File: src/usbcrd_pkg.sv
package usbcrd_pkg;

    // Request type byte values used by the supported requests.
    localparam logic [7:0] RT_DEV_OUT  = 8'h00;
    localparam logic [7:0] RT_IF_OUT   = 8'h01;
    localparam logic [7:0] RT_EP_OUT   = 8'h02;
    localparam logic [7:0] RT_DEV_IN   = 8'h80;
    localparam logic [7:0] RT_EP_IN    = 8'h82;
    localparam logic [7:0] RT_VEND_OUT = 8'h40;
    localparam logic [7:0] RT_VEND_IN  = 8'hC0;

    // Request codes.
    localparam logic [7:0] RQ_GET_STATUS = 8'h00;
    localparam logic [7:0] RQ_CLR_FEAT   = 8'h01;
    localparam logic [7:0] RQ_SET_FEAT   = 8'h03;
    localparam logic [7:0] RQ_SET_ADDR   = 8'h05;
    localparam logic [7:0] RQ_SET_CFG    = 8'h09;
    localparam logic [7:0] RQ_SET_IF     = 8'h0B;
    localparam logic [7:0] RQ_REG_WR     = 8'hA0;
    localparam logic [7:0] RQ_REG_RD     = 8'hA1;

    // Feature selectors, endpoint indices, lengths and values.
    localparam logic [15:0] FEAT_EP_HALT = 16'h0000;
    localparam logic [15:0] FEAT_RWU     = 16'h0001;
    localparam logic [15:0] FEAT_TEST    = 16'h0002;
    localparam logic [15:0] IDX_EP1      = 16'h0081;
    localparam logic [15:0] IDX_EP2      = 16'h0002;
    localparam logic [15:0] IDX_EP3      = 16'h0083;
    localparam logic [15:0] LEN_STATUS   = 16'h0002;
    localparam logic [15:0] LEN_REG      = 16'h0004;
    localparam logic [15:0] CFG_VALUE    = 16'h0001;
    localparam logic [15:0] ZERO16       = 16'h0000;

    // Register addresses at or above this belong to the MAC block.
    localparam logic [11:0] MAC_ADDR_MIN = 12'h100;

    // Setup packet field positions (byte 0 in the low bits).
    localparam int PKT_RT_LSB  = 0;
    localparam int PKT_RQ_LSB  = 8;
    localparam int PKT_VAL_LSB = 16;
    localparam int PKT_IDX_LSB = 32;
    localparam int PKT_LEN_LSB = 48;

    // Host controller APB register offsets.
    localparam logic [7:0] HOFF_REQ0   = 8'h00;
    localparam logic [7:0] HOFF_REQ1   = 8'h04;
    localparam logic [7:0] HOFF_WDATA  = 8'h08;
    localparam logic [7:0] HOFF_CTRL   = 8'h0C;
    localparam logic [7:0] HOFF_STATUS = 8'h10;
    localparam logic [7:0] HOFF_RDATA  = 8'h14;

    // Host status and control bit positions.
    localparam int HST_BUSY  = 0;
    localparam int HST_DONE  = 1;
    localparam int HST_STALL = 2;
    localparam int HCTL_GO   = 0;

    // Maps an endpoint index to a one-hot select of endpoints 3..1.
    function automatic logic [2:0] ep_onehot(input logic [15:0] idx);
        logic [2:0] sel;
        sel = 3'b000;
        if (idx == IDX_EP1) begin
            sel = 3'b001;
        end
        if (idx == IDX_EP2) begin
            sel = 3'b010;
        end
        if (idx == IDX_EP3) begin
            sel = 3'b100;
        end
        return sel;
    endfunction : ep_onehot

endpackage : usbcrd_pkg

File: src/usbcrd_link_if.sv
`timescale 1ns/1ps
interface usbcrd_link_if;
    logic        setup_vld;
    logic [63:0] setup_pkt;
    logic        out_vld;
    logic [7:0]  out_byte;
    logic        out_rdy;
    logic        in_vld;
    logic [7:0]  in_byte;
    logic        in_rdy;
    logic        hs_vld;
    logic        hs_stall;
    logic        status_done;

    modport dev (
        input  setup_vld, setup_pkt, out_vld, out_byte, in_rdy, status_done,
        output out_rdy, in_vld, in_byte, hs_vld, hs_stall
    );

    modport host (
        output setup_vld, setup_pkt, out_vld, out_byte, in_rdy, status_done,
        input  out_rdy, in_vld, in_byte, hs_vld, hs_stall
    );
endinterface : usbcrd_link_if

File: src/usbcrd_dev.sv
`timescale 1ns/1ps
// Notes on behaviour
// - Device status query: 80h, 00h, length two.
// - Device status: bit0 self powered, bit1 wakeup.
// - Endpoint status query: 82h, index selects endpoint.
// - Endpoint status: stall in bit0, rest zero.
// - Set address 00h/05h adopts value field.
// - Set feature on endpoint sets its halt.
// - Device set feature: wakeup or test mode.
// - Set configuration enters configured state.
// - Only configuration value 01h accepted.
// - Set interface acked only for zeros.
// - Vendor requests reach system and MAC registers.
// - MAC access stalled while not configured.
// - Register write: 40h, A0h, 12-bit address.
// - Write updates one register, one word.
// - Register read: C0h, A1h, 12-bit address.
// - Read returns one full register word.
// - Clear feature clears halt or wakeup.
module usbcrd_dev (
    // Clock and reset.
    input  wire logic        pclk,
    input  wire logic        presetn,
    // Link toward the host.
    usbcrd_link_if.dev       lnk,
    // Device strap and state.
    input  wire logic        self_powered,
    output logic [6:0]       dev_addr,
    output logic             configured,
    output logic             remote_wakeup,
    output logic             test_mode,
    output logic [2:0]       ep_stall,
    // Register access toward system and MAC blocks.
    output logic             reg_req,
    output logic             reg_we,
    output logic [11:0]      reg_addr,
    output logic [31:0]      reg_wdata,
    output logic             reg_mac,
    input  wire logic        reg_ack,
    input  wire logic [31:0] reg_rdata
);

    ////////////////////////////////////////////////////////////////////////
    // Control state machine.
    typedef enum logic [6:0] {
        ST_IDLE  = 7'b000_0001,
        ST_REGRD = 7'b000_0010,
        ST_SEND  = 7'b000_0100,
        ST_RECV  = 7'b000_1000,
        ST_REGWR = 7'b001_0000,
        ST_HAND  = 7'b010_0000,
        ST_STAT  = 7'b100_0000
    } usbcrd_dst_t;

    usbcrd_dst_t st_r, st_nxt;
    logic [31:0] word_r, word_nxt;
    logic [1:0]  cnt_r, cnt_nxt;
    logic [1:0]  last_r, last_nxt;
    logic [11:0] addr_r, addr_nxt;
    logic        stall_r, stall_nxt;
    logic        apend_r, apend_nxt;
    logic [6:0]  pend_r, pend_nxt;
    logic [6:0]  daddr_r, daddr_nxt;
    logic        cfg_r, cfg_nxt;
    logic        rwu_r, rwu_nxt;
    logic        tst_r, tst_nxt;
    logic [2:0]  eps_r, eps_nxt;

    // Setup packet fields.
    logic [7:0]  rt;
    logic [7:0]  rq;
    logic [15:0] val;
    logic [15:0] idx;
    logic [15:0] len;
    logic [2:0]  ep;
    logic        idx_mac;

    assign rt  = lnk.setup_pkt[usbcrd_pkg::PKT_RT_LSB  +: 8];
    assign rq  = lnk.setup_pkt[usbcrd_pkg::PKT_RQ_LSB  +: 8];
    assign val = lnk.setup_pkt[usbcrd_pkg::PKT_VAL_LSB +: 16];
    assign idx = lnk.setup_pkt[usbcrd_pkg::PKT_IDX_LSB +: 16];
    assign len = lnk.setup_pkt[usbcrd_pkg::PKT_LEN_LSB +: 16];
    assign ep  = usbcrd_pkg::ep_onehot(idx);
    assign idx_mac = (idx[11:0] >= usbcrd_pkg::MAC_ADDR_MIN);

    // Decode, data stage and status stage sequencing. Feature and
    // configuration effects apply at decode; the address waits for the
    // status stage since the host still talks to the old address there.
    always_comb begin
        st_nxt    = st_r;
        word_nxt  = word_r;
        cnt_nxt   = cnt_r;
        last_nxt  = last_r;
        addr_nxt  = addr_r;
        stall_nxt = stall_r;
        apend_nxt = apend_r;
        pend_nxt  = pend_r;
        daddr_nxt = daddr_r;
        cfg_nxt   = cfg_r;
        rwu_nxt   = rwu_r;
        tst_nxt   = tst_r;
        eps_nxt   = eps_r;
        unique case (st_r)
            ST_IDLE: begin
                if (lnk.setup_vld) begin
                    st_nxt    = ST_HAND;
                    stall_nxt = 1'b1;
                    apend_nxt = 1'b0;
                    cnt_nxt   = 2'd0;
                    last_nxt  = 2'd1;
                    addr_nxt  = idx[11:0];
                    if (rt == usbcrd_pkg::RT_DEV_IN
                        && rq == usbcrd_pkg::RQ_GET_STATUS
                        && val == usbcrd_pkg::ZERO16
                        && idx == usbcrd_pkg::ZERO16
                        && len == usbcrd_pkg::LEN_STATUS) begin
                        word_nxt = {30'd0, rwu_r, self_powered};
                        st_nxt   = ST_SEND;
                    end
                    if (rt == usbcrd_pkg::RT_EP_IN
                        && rq == usbcrd_pkg::RQ_GET_STATUS
                        && val == usbcrd_pkg::ZERO16 && ep != 3'b000
                        && len == usbcrd_pkg::LEN_STATUS) begin
                        word_nxt = {31'd0, |(eps_r & ep)};
                        st_nxt   = ST_SEND;
                    end
                    if (rt == usbcrd_pkg::RT_DEV_OUT
                        && rq == usbcrd_pkg::RQ_SET_ADDR
                        && idx == usbcrd_pkg::ZERO16
                        && len == usbcrd_pkg::ZERO16
                        && val[15:7] == 9'd0) begin
                        apend_nxt = 1'b1;
                        pend_nxt  = val[6:0];
                        stall_nxt = 1'b0;
                    end
                    if ((rq == usbcrd_pkg::RQ_SET_FEAT
                         || rq == usbcrd_pkg::RQ_CLR_FEAT)
                        && len == usbcrd_pkg::ZERO16) begin
                        if (rt == usbcrd_pkg::RT_EP_OUT && ep != 3'b000
                            && val == usbcrd_pkg::FEAT_EP_HALT) begin
                            stall_nxt = 1'b0;
                            if (rq == usbcrd_pkg::RQ_SET_FEAT) begin
                                eps_nxt = eps_r | ep;
                            end else begin
                                eps_nxt = eps_r & ~ep;
                            end
                        end
                        if (rt == usbcrd_pkg::RT_DEV_OUT
                            && idx == usbcrd_pkg::ZERO16
                            && val == usbcrd_pkg::FEAT_RWU) begin
                            stall_nxt = 1'b0;
                            // Set turns wakeup on, clear off.
                            rwu_nxt = (rq == usbcrd_pkg::RQ_SET_FEAT);
                        end
                        if (rt == usbcrd_pkg::RT_DEV_OUT
                            && rq == usbcrd_pkg::RQ_SET_FEAT
                            && idx == usbcrd_pkg::ZERO16
                            && val == usbcrd_pkg::FEAT_TEST) begin
                            stall_nxt = 1'b0;
                            tst_nxt   = 1'b1;
                        end
                    end
                    if (rt == usbcrd_pkg::RT_DEV_OUT
                        && rq == usbcrd_pkg::RQ_SET_CFG
                        && idx == usbcrd_pkg::ZERO16
                        && len == usbcrd_pkg::ZERO16
                        && val == usbcrd_pkg::CFG_VALUE) begin
                        cfg_nxt   = 1'b1;
                        stall_nxt = 1'b0;
                    end
                    if (rt == usbcrd_pkg::RT_IF_OUT
                        && rq == usbcrd_pkg::RQ_SET_IF
                        && val == usbcrd_pkg::ZERO16
                        && idx == usbcrd_pkg::ZERO16
                        && len == usbcrd_pkg::ZERO16) begin
                        stall_nxt = 1'b0;
                    end
                    if (val == usbcrd_pkg::ZERO16 && idx[15:12] == 4'h0
                        && len == usbcrd_pkg::LEN_REG
                        && (cfg_r || !idx_mac)) begin
                        if (rt == usbcrd_pkg::RT_VEND_OUT
                            && rq == usbcrd_pkg::RQ_REG_WR) begin
                            st_nxt    = ST_RECV;
                            stall_nxt = 1'b0;
                        end
                        if (rt == usbcrd_pkg::RT_VEND_IN
                            && rq == usbcrd_pkg::RQ_REG_RD) begin
                            st_nxt   = ST_REGRD;
                            last_nxt = 2'd3;
                        end
                    end
                    if (st_nxt == ST_SEND || st_nxt == ST_REGRD) begin
                        stall_nxt = 1'b0;
                    end
                end
            end
            ST_REGRD: begin
                if (reg_ack) begin
                    word_nxt = reg_rdata;
                    st_nxt   = ST_SEND;
                end
            end
            ST_SEND: begin
                if (lnk.in_rdy) begin
                    word_nxt = {8'h00, word_r[31:8]};
                    cnt_nxt  = cnt_r + 2'd1;
                    if (cnt_r == last_r) begin
                        st_nxt = ST_HAND;
                    end
                end
            end
            ST_RECV: begin
                if (lnk.out_vld) begin
                    word_nxt = {lnk.out_byte, word_r[31:8]};
                    cnt_nxt  = cnt_r + 2'd1;
                    if (cnt_r == 2'd3) begin
                        st_nxt = ST_REGWR;
                    end
                end
            end
            ST_REGWR: begin
                if (reg_ack) begin
                    st_nxt = ST_HAND;
                end
            end
            ST_HAND: begin
                st_nxt = stall_r ? ST_IDLE : ST_STAT;
            end
            ST_STAT: begin
                if (lnk.status_done) begin
                    st_nxt = ST_IDLE;
                    if (apend_r) begin
                        daddr_nxt = pend_r;
                        apend_nxt = 1'b0;
                    end
                end
            end
        endcase
    end

    // Registers of the decoder; all reset to an unaddressed, unconfigured
    // device with no halted endpoints.
    always_ff @(posedge pclk or negedge presetn) begin
        if (!presetn) begin
            st_r    <= ST_IDLE;
            word_r  <= 32'h0000_0000;
            cnt_r   <= 2'd0;
            last_r  <= 2'd0;
            addr_r  <= 12'h000;
            stall_r <= 1'b0;
            apend_r <= 1'b0;
            pend_r  <= 7'd0;
            daddr_r <= 7'd0;
            cfg_r   <= 1'b0;
            rwu_r   <= 1'b0;
            tst_r   <= 1'b0;
            eps_r   <= 3'b000;
        end else begin
            st_r    <= st_nxt;
            word_r  <= word_nxt;
            cnt_r   <= cnt_nxt;
            last_r  <= last_nxt;
            addr_r  <= addr_nxt;
            stall_r <= stall_nxt;
            apend_r <= apend_nxt;
            pend_r  <= pend_nxt;
            daddr_r <= daddr_nxt;
            cfg_r   <= cfg_nxt;
            rwu_r   <= rwu_nxt;
            tst_r   <= tst_nxt;
            eps_r   <= eps_nxt;
        end
    end

    ////////////////////////////////////////////////////////////////////////
    // Outputs. Handshakes decode the state; data come from flip-flops.
    assign lnk.in_vld   = (st_r == ST_SEND);
    assign lnk.in_byte  = word_r[7:0];
    assign lnk.out_rdy  = (st_r == ST_RECV);
    assign lnk.hs_vld   = (st_r == ST_HAND);
    assign lnk.hs_stall = stall_r;
    assign reg_req      = (st_r == ST_REGRD) || (st_r == ST_REGWR);
    assign reg_we       = (st_r == ST_REGWR);
    assign reg_addr     = addr_r;
    assign reg_wdata    = word_r;
    assign reg_mac      = (addr_r >= usbcrd_pkg::MAC_ADDR_MIN);
    assign dev_addr     = daddr_r;
    assign configured   = cfg_r;
    assign remote_wakeup = rwu_r;
    assign test_mode    = tst_r;
    assign ep_stall     = eps_r;

endmodule : usbcrd_dev

File: src/flat_wrapper.sv
// flat-port wrapper written by rule: the top's interface ports become plain ports
module usbcrd_dev_flat 
  (pclk, presetn, self_powered, dev_addr, configured, remote_wakeup, test_mode, ep_stall, reg_req, reg_we, reg_addr, reg_wdata, reg_mac, reg_ack, reg_rdata, lnk_setup_vld, lnk_setup_pkt, lnk_out_vld, lnk_out_byte, lnk_in_rdy, lnk_status_done, lnk_out_rdy, lnk_in_vld, lnk_in_byte, lnk_hs_vld, lnk_hs_stall);
  usbcrd_link_if lnk_i ();
  input  wire logic pclk;
  input  wire logic presetn;
  input  wire logic self_powered;
  output logic [6:0] dev_addr;
  output logic configured;
  output logic remote_wakeup;
  output logic test_mode;
  output logic [2:0] ep_stall;
  output logic reg_req;
  output logic reg_we;
  output logic [11:0] reg_addr;
  output logic [31:0] reg_wdata;
  output logic reg_mac;
  input  wire logic reg_ack;
  input  wire logic [31:0] reg_rdata;
  input wire logic [$bits(lnk_i.setup_vld)-1:0] lnk_setup_vld;
  input wire logic [$bits(lnk_i.setup_pkt)-1:0] lnk_setup_pkt;
  input wire logic [$bits(lnk_i.out_vld)-1:0] lnk_out_vld;
  input wire logic [$bits(lnk_i.out_byte)-1:0] lnk_out_byte;
  input wire logic [$bits(lnk_i.in_rdy)-1:0] lnk_in_rdy;
  input wire logic [$bits(lnk_i.status_done)-1:0] lnk_status_done;
  output wire logic [$bits(lnk_i.out_rdy)-1:0] lnk_out_rdy;
  output wire logic [$bits(lnk_i.in_vld)-1:0] lnk_in_vld;
  output wire logic [$bits(lnk_i.in_byte)-1:0] lnk_in_byte;
  output wire logic [$bits(lnk_i.hs_vld)-1:0] lnk_hs_vld;
  output wire logic [$bits(lnk_i.hs_stall)-1:0] lnk_hs_stall;
  assign lnk_i.setup_vld = lnk_setup_vld;
  assign lnk_i.setup_pkt = lnk_setup_pkt;
  assign lnk_i.out_vld = lnk_out_vld;
  assign lnk_i.out_byte = lnk_out_byte;
  assign lnk_i.in_rdy = lnk_in_rdy;
  assign lnk_i.status_done = lnk_status_done;
  assign lnk_out_rdy = lnk_i.out_rdy;
  assign lnk_in_vld = lnk_i.in_vld;
  assign lnk_in_byte = lnk_i.in_byte;
  assign lnk_hs_vld = lnk_i.hs_vld;
  assign lnk_hs_stall = lnk_i.hs_stall;
  usbcrd_dev u_core (.pclk(pclk), .presetn(presetn), .lnk(lnk_i), .self_powered(self_powered), .dev_addr(dev_addr), .configured(configured), .remote_wakeup(remote_wakeup), .test_mode(test_mode), .ep_stall(ep_stall), .reg_req(reg_req), .reg_we(reg_we), .reg_addr(reg_addr), .reg_wdata(reg_wdata), .reg_mac(reg_mac), .reg_ack(reg_ack), .reg_rdata(reg_rdata));
endmodule
File: config.mk
export PLATFORM = sky130hd
export DESIGN_NAME = usbcrd_dev_flat
export DESIGN_NICKNAME = d
export VERILOG_FILES = /design/src/usbcrd_pkg.sv /design/src/usbcrd_link_if.sv /design/src/usbcrd_dev.sv /design/src/flat_wrapper.sv
export SDC_FILE = /design/constraint.sdc
export NUM_CORES = 1
export LEC_CHECK = 0
export BUFFER_PORTS_ARGS = -buffer_cell sky130_fd_sc_hd__buf_2
export CAP_MARGIN = 20
export CORE_MARGIN = 4
export CORE_UTILIZATION = 51
export CTS_BUF_LIST = sky130_fd_sc_hd__clkbuf_4 sky130_fd_sc_hd__clkbuf_8
export CTS_CLUSTER_SIZE = 20
export DETAILED_ROUTE_END_ITERATION = 8
export PLACE_DENSITY = 0.83
export SETUP_SLACK_MARGIN = 0.3
export SLEW_MARGIN = 20
export SYNTH_ARGS = -nofsm -noshare
export SYNTH_HDL_FRONTEND = slang
export SYNTH_SLANG_ARGS = --single-unit
File: constraint.sdc
create_clock -name pclk -period 2.85 [get_ports pclk]
set_clock_uncertainty 0.1 [all_clocks]
set_input_delay 0.4275 -clock pclk [delete_from_list [all_inputs] [get_ports pclk]]
set_output_delay 0.4275 -clock pclk [all_outputs]
set_load 0.02 [all_outputs]
==> impl_results.md, run 1 <==
* Warnings, synthesis at 0
* Core area at 8763 µm²
* Num rows at 34
* Ports at 184
* CTS tree: built
* Switching Share at 32.59%
* RSZ-0062 raised after global routing: yes
* Antenna violations before repair at 0
* Post-synthesis sequential area ratio at 41.65%
* Highest routed layer: met4
* Final setup vio count at 0
* Initial Utilization at 52.83%
* R2R Path Start: u_core.st_r[4]
* Leak at 0.002941 µW
* Synthesized area at 4629 µm²
* Startpoint Class: input port
* Mapped Cells at 401
* Vias per inst at 5.830
* Async SR Flop Fraction at 100.0%
* Routed vias at 4052
* Pwr dens at 566.6 nW/µm²
* Final TNS setup at 0 ps
* Routed Antenna Nets at 0
* M1 WL at 4.984 mm
* Gate power share at 29.3%
* Largest net degree at the start of global routing at 78
* CTS root buffer: clkbuf_8
* Status: complete, no violations
* CP max FO at 8
* Slew Viols, Final at 0
* Crit path buf inv count at 3
* Crit-path max cell delay at 480 ps
* First-pass GRT wire length at 19.71 mm
* Vias in the first global route at 4051
* Worst path top cell family by delay: simple AND/OR/NAND/NOR gates
* Filler cell count at 674
* Worst Reg-to-Reg Cells at 7
* Synth cell types at 76
* PortBufs at 183
* DRT Wirelength at 12.66 mm
* Tot GR Track Use at 23.54%
* Fmax at 398.8 MHz
* Area delta synth->final at 27.00%
* GPL Wtd Cong at 0.8665
* R2r setup slk at 370 ps
* Num Clock Sinks at 77
* Power Internal at 2246 µW
* Rel. slew slack at 35.13%
* Mean post-synth cell area at 11.54 µm²
* Most used cell, CP: buf_4
* Arr. time, crit path at 2640 ps
* Power share of the clock group at 29.6%
* Met3 routed WL at 829 µm
* CP max-delay cell: nor4_1
* Clock slew at reported path FFs at 80 ps
* Ys flop type: dfrtp_1
* Nets at 695
* Synthesized flop and latch total at 77
* Wire per inst at 18.22 µm
* Max-Cap Viols at 0
* Share of layout cells above drive strength 1 at 56.05%
* Final Worst Setup Slack at 342.7 ps
* Die span in x at 103.3 µm
* CTS buffer count at 9
* EDFF count, synth at 0
* Final worst path period share at 87.98%
* DIE AREA at 10670 µm²
* Die Y at 103.3 µm
* Critical path class: in -> reg
* Total grt overflow at 0
* Worst EP required at 2980 ps
* WL met2 at 6.598 mm
* Remaining DRCs at 0
* Clock Latency Late Sink at 350 ps
* Crit end category: flip-flop
* Max VDD drop at 0.3793 mV
* Least-Margin Pin Slew at 973.1 ps
* CP cell instances: buf_2, nor4_1, nand4_1, buf_4, nor3_1, nor4bb_2, buf_4, mux2_2
* Post-DP HPWL at 9.877 mm
* Worst hold path class: in -> async
* CTS Buffer Depth at 2
* Min Tclk post-route at 2507 ps
* Sequential power share at 41.1%
* Drt pass-1 iters at 5
* Setup Slack @ Placement at 62.09 ps
* Final Hold Fails at 0
* H-tree levels at 3
* Iter 0 DRT Violations at 208
* Diodes inserted at 0
* Post-synthesis net count at 514
* Psw at 1086 µW
## worst max-delay path by stage
stage | start | to | cells past startpoint
after floorplan | lnk_setup_pkt[18] | u_core.reg_wdata[0] | 7
after global placement | lnk_setup_pkt[18] | u_core.reg_wdata[1] | 8
after detailed placement | lnk_setup_pkt[36] | u_core.pend_r[2] | 8
after CTS | u_core.st_r[6] | flip-flop | 7
after global routing | u_core.st_r[2] | lnk_hs_vld | 4
final | lnk_setup_pkt[36] | u_core.pend_r[5] | 8
## cell families (layout without fill, tap and decap cells)
group / Yosys count / count (layout) / synth area share [%]
AOI/OAI and AO/OA: 82 / 82 / 14.87
xor gates and xnor gates: 4 / 4 / 0.7569
adders and majority gates: 1 / 1 / 0.2702
buffers and inverters: 39 / 225 / 5.567
DFF: 77 / 77 / 41.65
muxes: 66 / 66 / 18.41
and+or+nand+nor: 132 / 132 / 18.49
## synthesized netlist by cell type (4+ instances only)
library cell / n / area, µm²
nor4_1: 14 / 87.58
clkbuf_1: 6 / 22.52
nor2_1: 19 / 71.32
mux2_4: 30 / 450.4
nand2b_1: 9 / 56.30
o21ai_0: 13 / 65.06
nand4_1: 8 / 50.05
and3_1: 6 / 37.54
nand3_1: 9 / 45.04
inv_1: 9 / 33.78
nor4_2: 5 / 62.56
dfrtp_1: 76 / 1902
a22o_2: 21 / 210.2
buf_6: 5 / 56.30
nor3_1: 10 / 50.05
o211ai_1: 4 / 30.03
nor2b_1: 4 / 25.02
nand2_1: 16 / 60.06
a21oi_1: 6 / 30.03
buf_4: 9 / 67.56
a22o_1: 9 / 78.83
mux2_2: 29 / 326.6
mux2_1: 4 / 45.04
## per-stage QoR
step	instances	hold WS (ps)	cell area, µm²	utilization (%)	total power [µW]
after global routing	695	193.8	5879	67.09	3506
after floorplan	401	31.91	4629	-	2009
after global placement	678	356.1	5607	63.98	2317
after CTS	694	165.3	5844	66.69	3329
after detailed placement	678	362.1	5607	63.98	2346
final	695	101.3	5879	67.09	3332
## routing by layer
layer	GRT usage, %	vias to the layer above
li1	-	1875
met1	29.46	1968
met2	40.45	181
met3	4.896	28
met4	8.167	0
met5	0	-
## sequential cells by signal, indices dropped and copies added, names as in the netlist, named ones only
register and flops:
u_core.reg_wdata 32, u_core.reg_addr 12, u_core.dev_addr 7, u_core.pend_r 7, u_core.st_r 7, u_core.cnt_r 2, u_core.last_r 2, u_core.apend_r 1
u_core.configured 1, u_core.lnk.hs_stall 1, u_core.remote_wakeup 1, u_core.test_mode 1
## what timing repair did
action / in CTS / in global routing
buffers inserted: 0 / 1
hold buffers: 0 / 0
resized for setup: 0 / 6
setup endpoints to repair: 0 / 14
## power by group through the flow
stage | combinational (µW) | sequential (µW) | clock (µW)
floorplan | 564 | 1440 | 0
global placement | 944 | 1370 | 0
detailed placement | 962 | 1380 | 0
CTS | 967 | 1360 | 999
global route | 1060 | 1390 | 1060
finish | 977 | 1370 | 986
## placed cells by master, fill, tap and decap left out, drive strengths merged, types with 10 or more instances in the layout
cell / n
a22o: 30
inv: 10
mux2: 63
nor4: 20
dfrtp: 76
nand3: 10
buf: 199
nor3: 13
nor2: 22
o21ai: 14
nand2: 16
## final cells by class
cell class                 count  area [µm²]  area share [%]
multi-input combinational    285        2472           42.05
sequential                    77        1933           32.88
timing repair buffer         199        1064           18.09
tap                          108       135.1           2.298
clock buffer                   9       123.9           2.107
clock inverter                 7       113.9           1.937
inverter                      10       37.54          0.6384
(Power assumes the default switching activity.)
==> inputs of run 2 (changes only) <==
- CORE_MARGIN: 4 -> 2
==> impl_results.md, run 2 (synthesized netlist as in run 1, its figures left out) <==
* Leak at 0.002945 µW
* Power Internal at 2177 µW
* Status: complete, no violations
* Startpoint Class: flip-flop
* Switching Share at 34.47%
* Least-Margin Pin Slew at 960.3 ps
* Tot GR Track Use at 25.36%
* Largest net degree at the start of global routing at 78
* CTS tree: built
* Final Hold Fails at 0
* Setup Slack @ Placement at 101.7 ps
* Sequential power share at 41.3%
* Vias in the first global route at 4189
* Share of layout cells above drive strength 1 at 56.22%
* Psw at 1145 µW
* Filler cell count at 640
* Arr. time, crit path at 2620 ps
* DRT Wirelength at 12.23 mm
* Diodes inserted at 0
* Max VDD drop at 0.5053 mV
* Antenna violations before repair at 0
* Ports at 184
* PortBufs at 183
* Worst path top cell family by delay: flip-flops
* CTS root buffer: clkbuf_8
* Pwr dens at 565.6 nW/µm²
* Final TNS setup at 0 ps
* Final Worst Setup Slack at 375.1 ps
* Crit path buf inv count at 1
* H-tree levels at 3
* Max-Cap Viols at 0
* Gate power share at 30.0%
* Wire per inst at 17.60 µm
* Commonest cells after routing, fill and taps aside: buf_2, dfrtp_1, mux2_4
* Worst EP required at 2990 ps
* Slew Viols, Final at 0
* Crit-path max cell delay at 790 ps
* Initial Utilization at 52.83%
* Nets at 695
* Power share of the clock group at 28.8%
* Routed vias at 4081
* Clock slew at reported path FFs at 90 ps
* Critical path class: reg -> reg
* Most common cell after layout, fill and taps aside: buf_2
* Final worst path period share at 86.84%
* Min Tclk post-route at 2475 ps
* Total grt overflow at 0
* Max reg flops at 32
* CTS buffer count at 9
* Num rows at 34
* Non-filler cells, final at 695
* Worst Reg-to-Reg Cells at 7
* Post-DP HPWL at 9.128 mm
* Clock Latency Late Sink at 350 ps
* CP cell instances: nor2_1, a21oi_1, o32a_1, o21ai_0, a211oi_4, buf_4, mux2_2
* Placed Cells at 677
* CTS Buffer Depth at 2
* Iter 0 DRT Violations at 284
* CP max FO at 19
* CP max-delay cell: dfstp_2
* Die span in x at 99.28 µm
* Num Clock Sinks at 77
* Drt pass-1 iters at 5
* Final hold slack at 99.70 ps
* GPL Wtd Cong at 0.9321
* Crit end category: flip-flop
* First-pass GRT wire length at 20.33 mm
* Core area at 8763 µm²
* Die Y at 99.28 µm
* Remaining DRCs at 0
* Routed Antenna Nets at 0
* Rel. slew slack at 35.98%
* RSZ-0062 raised after global routing: yes
* WP depth at 7
* Vias per inst at 5.872
* Fmax at 404.1 MHz
* DIE AREA at 9856 µm²
* Worst hold path class: in -> async
* Area delta synth->final at 26.89%
* Final setup vio count at 0
## run 2: changes by cell type in the layout (fill, tap and decap cells not counted), sizes merged
| cell | before | now |
|---|---|---|
| inv | 10 | 13 |
| clkinv | 4 | 1 |
| clkinvlp | 0 | 1 |
| bufinv | 3 | 2 |
## run 2: area by class of cell
class                   count  area [µm²]  share of cell area (%)
inverters                  10       37.54                  0.6390
clock inverters             7       105.1                   1.789
multi-input cells         285        2491                   42.41
clock buffers               9       123.9                   2.109
repair buffers            199        1051                   17.89
well taps                 108       135.1                   2.300
flip-flops and latches     77        1931                   32.86
## run 2: power groups by stage
stage | clock network [µW] | registers, µW | logic [µW]
finish | 956 | 1370 | 996
global route | 1030 | 1400 | 1080
CTS | 960 | 1360 | 956
detailed placement | 0 | 1380 | 950
global placement | 0 | 1370 | 926
floorplan | 0 | 1440 | 564
## run 2: repair_timing
| item | 4_1_cts | 5_1_grt |
|---|---|---|
| endpoints found under the setup margin | 1 | 14 |
| hold buffers | 0 | 0 |
| pin swaps | 0 | 2 |
| resized for setup | 1 | 8 |
| setup buffers | 0 | 2 |
## run 2: path summary, 6_finish.rpt
kind / start / slack, ps / end
worst max-delay path: u_core.st_r[0] / 380 / u_core.reg_wdata[27]
worst min-delay path: presetn / 100 / u_core.reg_addr[2]
worst max register to register: u_core.st_r[0] / 380 / u_core.reg_wdata[27]
worst min register to register: u_core.reg_addr[1] / 380 / u_core.reg_addr[1]
max in group asynchronous: presetn / 1860 / u_core.st_r[2]
min in group pclk: reg_ack / 210 / u_core.st_r[4]
## run 2: worst register-to-register path, delay by kind of cell, from the launching register on
kind / cells / cell delay [ps]
AND/OR/NAND/NOR: 1 / 100
multiplexers: 1 / 360
buffers and inverters: 1 / 260
flip-flops: 1 / 790
AO/OA/AOI/OAI: 4 / 760
## run 2: metrics by stage
step | area [µm²] | utilization (%) | power [µW]
after CTS | 5821 | 66.42 | 3277
final | 5874 | 67.03 | 3323
after global placement | 5587 | 63.75 | 2294
after floorplan | 4629 | - | 2009
after global routing | 5874 | 67.03 | 3499
after detailed placement | 5587 | 63.75 | 2331
## run 2: metal layers
metal | wire [µm] | up-vias | global-route usage (%)
met1 | 4972 | 2005 | 32.85
li1 | - | 1877 | -
met2 | 6248 | 168 | 42.78
met5 | 0 | - | 0
met3 | 753 | 31 | 5.271
met4 | 255 | 0 | 8.008
==> inputs of run 3 (changes only) <==
- ABC_AREA: not set -> 1
- CORE_ASPECT_RATIO: not set -> 1.5
==> impl_results.md, run 3 <==
* Sequential power share at 36.7%
* EDFF count, synth at 0
* Core Util, Final at 64.47%
* Leak at 0.003483 µW
* Rel. slew slack at 36.03%
* Ports at 184
* Worst EP required at 2320 ps
* Startpoint Class: flip-flop
* CP max FO at 9
* Num Clock Sinks at 77
* Setup Slack @ Placement at 433.5 ps
* Synth area leaders: dfrtp_1, nand2_1, inv_1, nor2_1, nand3_1
* Initial Utilization at 52.20%
* Max-Cap Viols at 0
* RSZ-0062 raised after global routing: no
* Final Hold Fails at 0
* Mean post-synth cell area at 7.094 µm²
* GPL Wtd Cong at 0.9519
* Largest net degree at the start of global routing at 78
* Mapped Cells at 681
* Crit path from: u_core.st_r[0]
* Fmax at 415.3 MHz
* Final worst path period share at 84.49%
* CTS root buffer: clkbuf_8
* Final TNS setup at 0 ps
* H-tree levels at 3
* Clock Latency Late Sink at 360 ps
* First-pass GRT wire length at 19.90 mm
* Diodes inserted at 0
* Vias in the first global route at 4549
* Final Worst Setup Slack at 442.0 ps
* PortBufs at 183
* Ys flop type: dfrtp_1
* CTS buffer count at 9
* CTS tree: built
* Wire per inst at 12.31 µm
* Worst path top cell family by delay: buffers and inverters
* DRT Wirelength at 11.98 mm
* Crit end category: output pin
* Synthesized area at 4831 µm²
* Pwr dens at 765.0 nW/µm²
* Synth cell types at 45
* Post-synthesis sequential area ratio at 39.91%
* Min Tclk post-route at 2408 ps
* Switching Share at 43.68%
* CP max-delay cell: dfstp_2
* Warnings, synthesis at 0
* Most frequent cells after synthesis: nand2_1, inv_1, nor2_1, dfrtp_1, nand3_1
* Critical path class: reg -> out
* Crit path buf inv count at 3
* Final setup vio count at 0
* Routed vias at 4790
* Antenna violations before repair at 0
* WP depth at 6
* Slew Viols, Final at 0
* Crit-path max cell delay at 550 ps
* Gate power share at 45.1%
* Vias per inst at 4.923
* Post-DP HPWL at 9.434 mm
* Most common cell after layout, fill and taps aside: buf_2
* Synthesized flop and latch total at 77
* CTS Buffer Depth at 2
* Yosys top cell area share at 39.37%
* Core area at 9254 µm²
* Die span in x at 83.47 µm
* Worst hold path class: in -> async
* Die Y at 123.2 µm
* Total grt overflow at 0
* Nets at 969
* Clock slew at reported path FFs at 80 ps
* Max VDD drop at 0.5059 mV
* DIE AREA at 10280 µm²
* Iter 0 DRT Violations at 155
* Worst Reg-to-Reg Cells at 10
* Async SR Flop Fraction at 100.0%
* Post-synthesis net count at 794
* Cell type with the largest total area after synthesis: dfrtp_1
* Tot GR Track Use at 24.09%
* Max reg flops at 32
* Top-count cell post-synth: nand2_1
* Power share of the clock group at 18.1%
* Area delta synth->final at 23.49%
* Arr. time, crit path at 1880 ps
* Share of layout cells above drive strength 1 at 31.01%
* Least-Margin Pin Slew at 959.5 ps
* Power Internal at 2571 µW
* Remaining DRCs at 0
* Num rows at 43
* Commonest cells after routing, fill and taps aside: buf_2, nand2_1, inv_1
* R2R Path Start: u_core.st_r[1]
* Routed Antenna Nets at 0
* Status: complete, no violations
* Psw at 1993 µW
* Drt pass-1 iters at 4
* CP cell instances: inv_2, nand2_1, nor3_1, nand2_2, clkinv_1, buf_2
==> run 3: cell types whose count changed in the layout (fill, tap and decap cells not counted), sizes merged, moves of 41 or more <==
cell   before  now
inv        13  131
nor2       22   96
nand3      10   51
nand2      16  167
mux2       63    7
o21ai      14   73
==> run 3: path summary, 6_finish.rpt <==
kind | to | slack (ps)
max | lnk_out_rdy | 440
min in group pclk | u_core.reg_addr[9] | 180
min reg2reg | u_core.reg_addr[2] | 370
min | u_core.reg_wdata[25] | 120
max reg2reg | u_core.reg_wdata[19] | 670
max in group asynchronous | u_core.remote_wakeup | 1920
==> run 3: metal layers <==
metal,GRT usage (%),vias up,wire length [µm]
li1,-,2469,-
met1,26.75,2107,4685
met2,44.20,186,6138
met3,3.204,28,695
met4,14.01,0,458
met5,0,-,0
==> run 3: repair_timing <==
item                       4_1_cts  5_1_grt
resized for setup                0        1
setup endpoints to repair        0        6
hold buffers                     0        0
setup buffers                    0        2
==> run 3: power groups by stage <==
stage          clock network [µW]  registers, µW  logic, µW
4_1_cts                       851           1680       2070
6_report                      827           1680       2060
3_5_place_dp                    0           1700       2070
5_1_grt                       892           1730       2300
2_1_floorplan                   0           2070       1120
3_3_place_gp                    0           1680       2020
==> run 3: kinds of logic after synthesis <==
group                      count (synthesis)  share of synthesized area [%]
adders and majority gates                  1                         0.2590
buffers and inverters                    154                          13.75
muxes                                      7                          1.632
and+or+nand+nor                          350                          32.95
xor gates and xnor gates                   2                         0.3627
AOI/OAI and AO/OA                         90                          11.14
DFF                                       77                          39.91
==> run 3: cell type report <==
cell class	instances	area, µm²
clock buffer	9	123.9
clock inverter	7	75.07
fill	864	3288
inverter	132	498.0
multi-input combinational	450	2247
sequential	77	1928
tap	112	140.1
timing repair buffer	186	953.4
==> run 3: worst register-to-register path: stages, from the launching register on <==
cell,delay (ps)
dfrtp_1,420
inv_2,70
nand2_1,70
nor3_1,280
nand2_2,190
nand2_4,150
nor2_2,60
nor2_4,170
nand2_8,250
o21ai_1,260
inv_1,50
==> run 3: per-stage QoR <==
step | instance area [µm²] | cells | total power, µW | hold WS [ps]
final | 5966 | 973 | 4564 | 120.9
after global routing | 5966 | 973 | 4913 | 189.4
after CTS | 5929 | 971 | 4601 | 147.1
after detailed placement | 5731 | 955 | 3762 | 353.4
after global placement | 5731 | 955 | 3702 | 350.2
after floorplan | 4831 | 681 | 3195 | 31.91
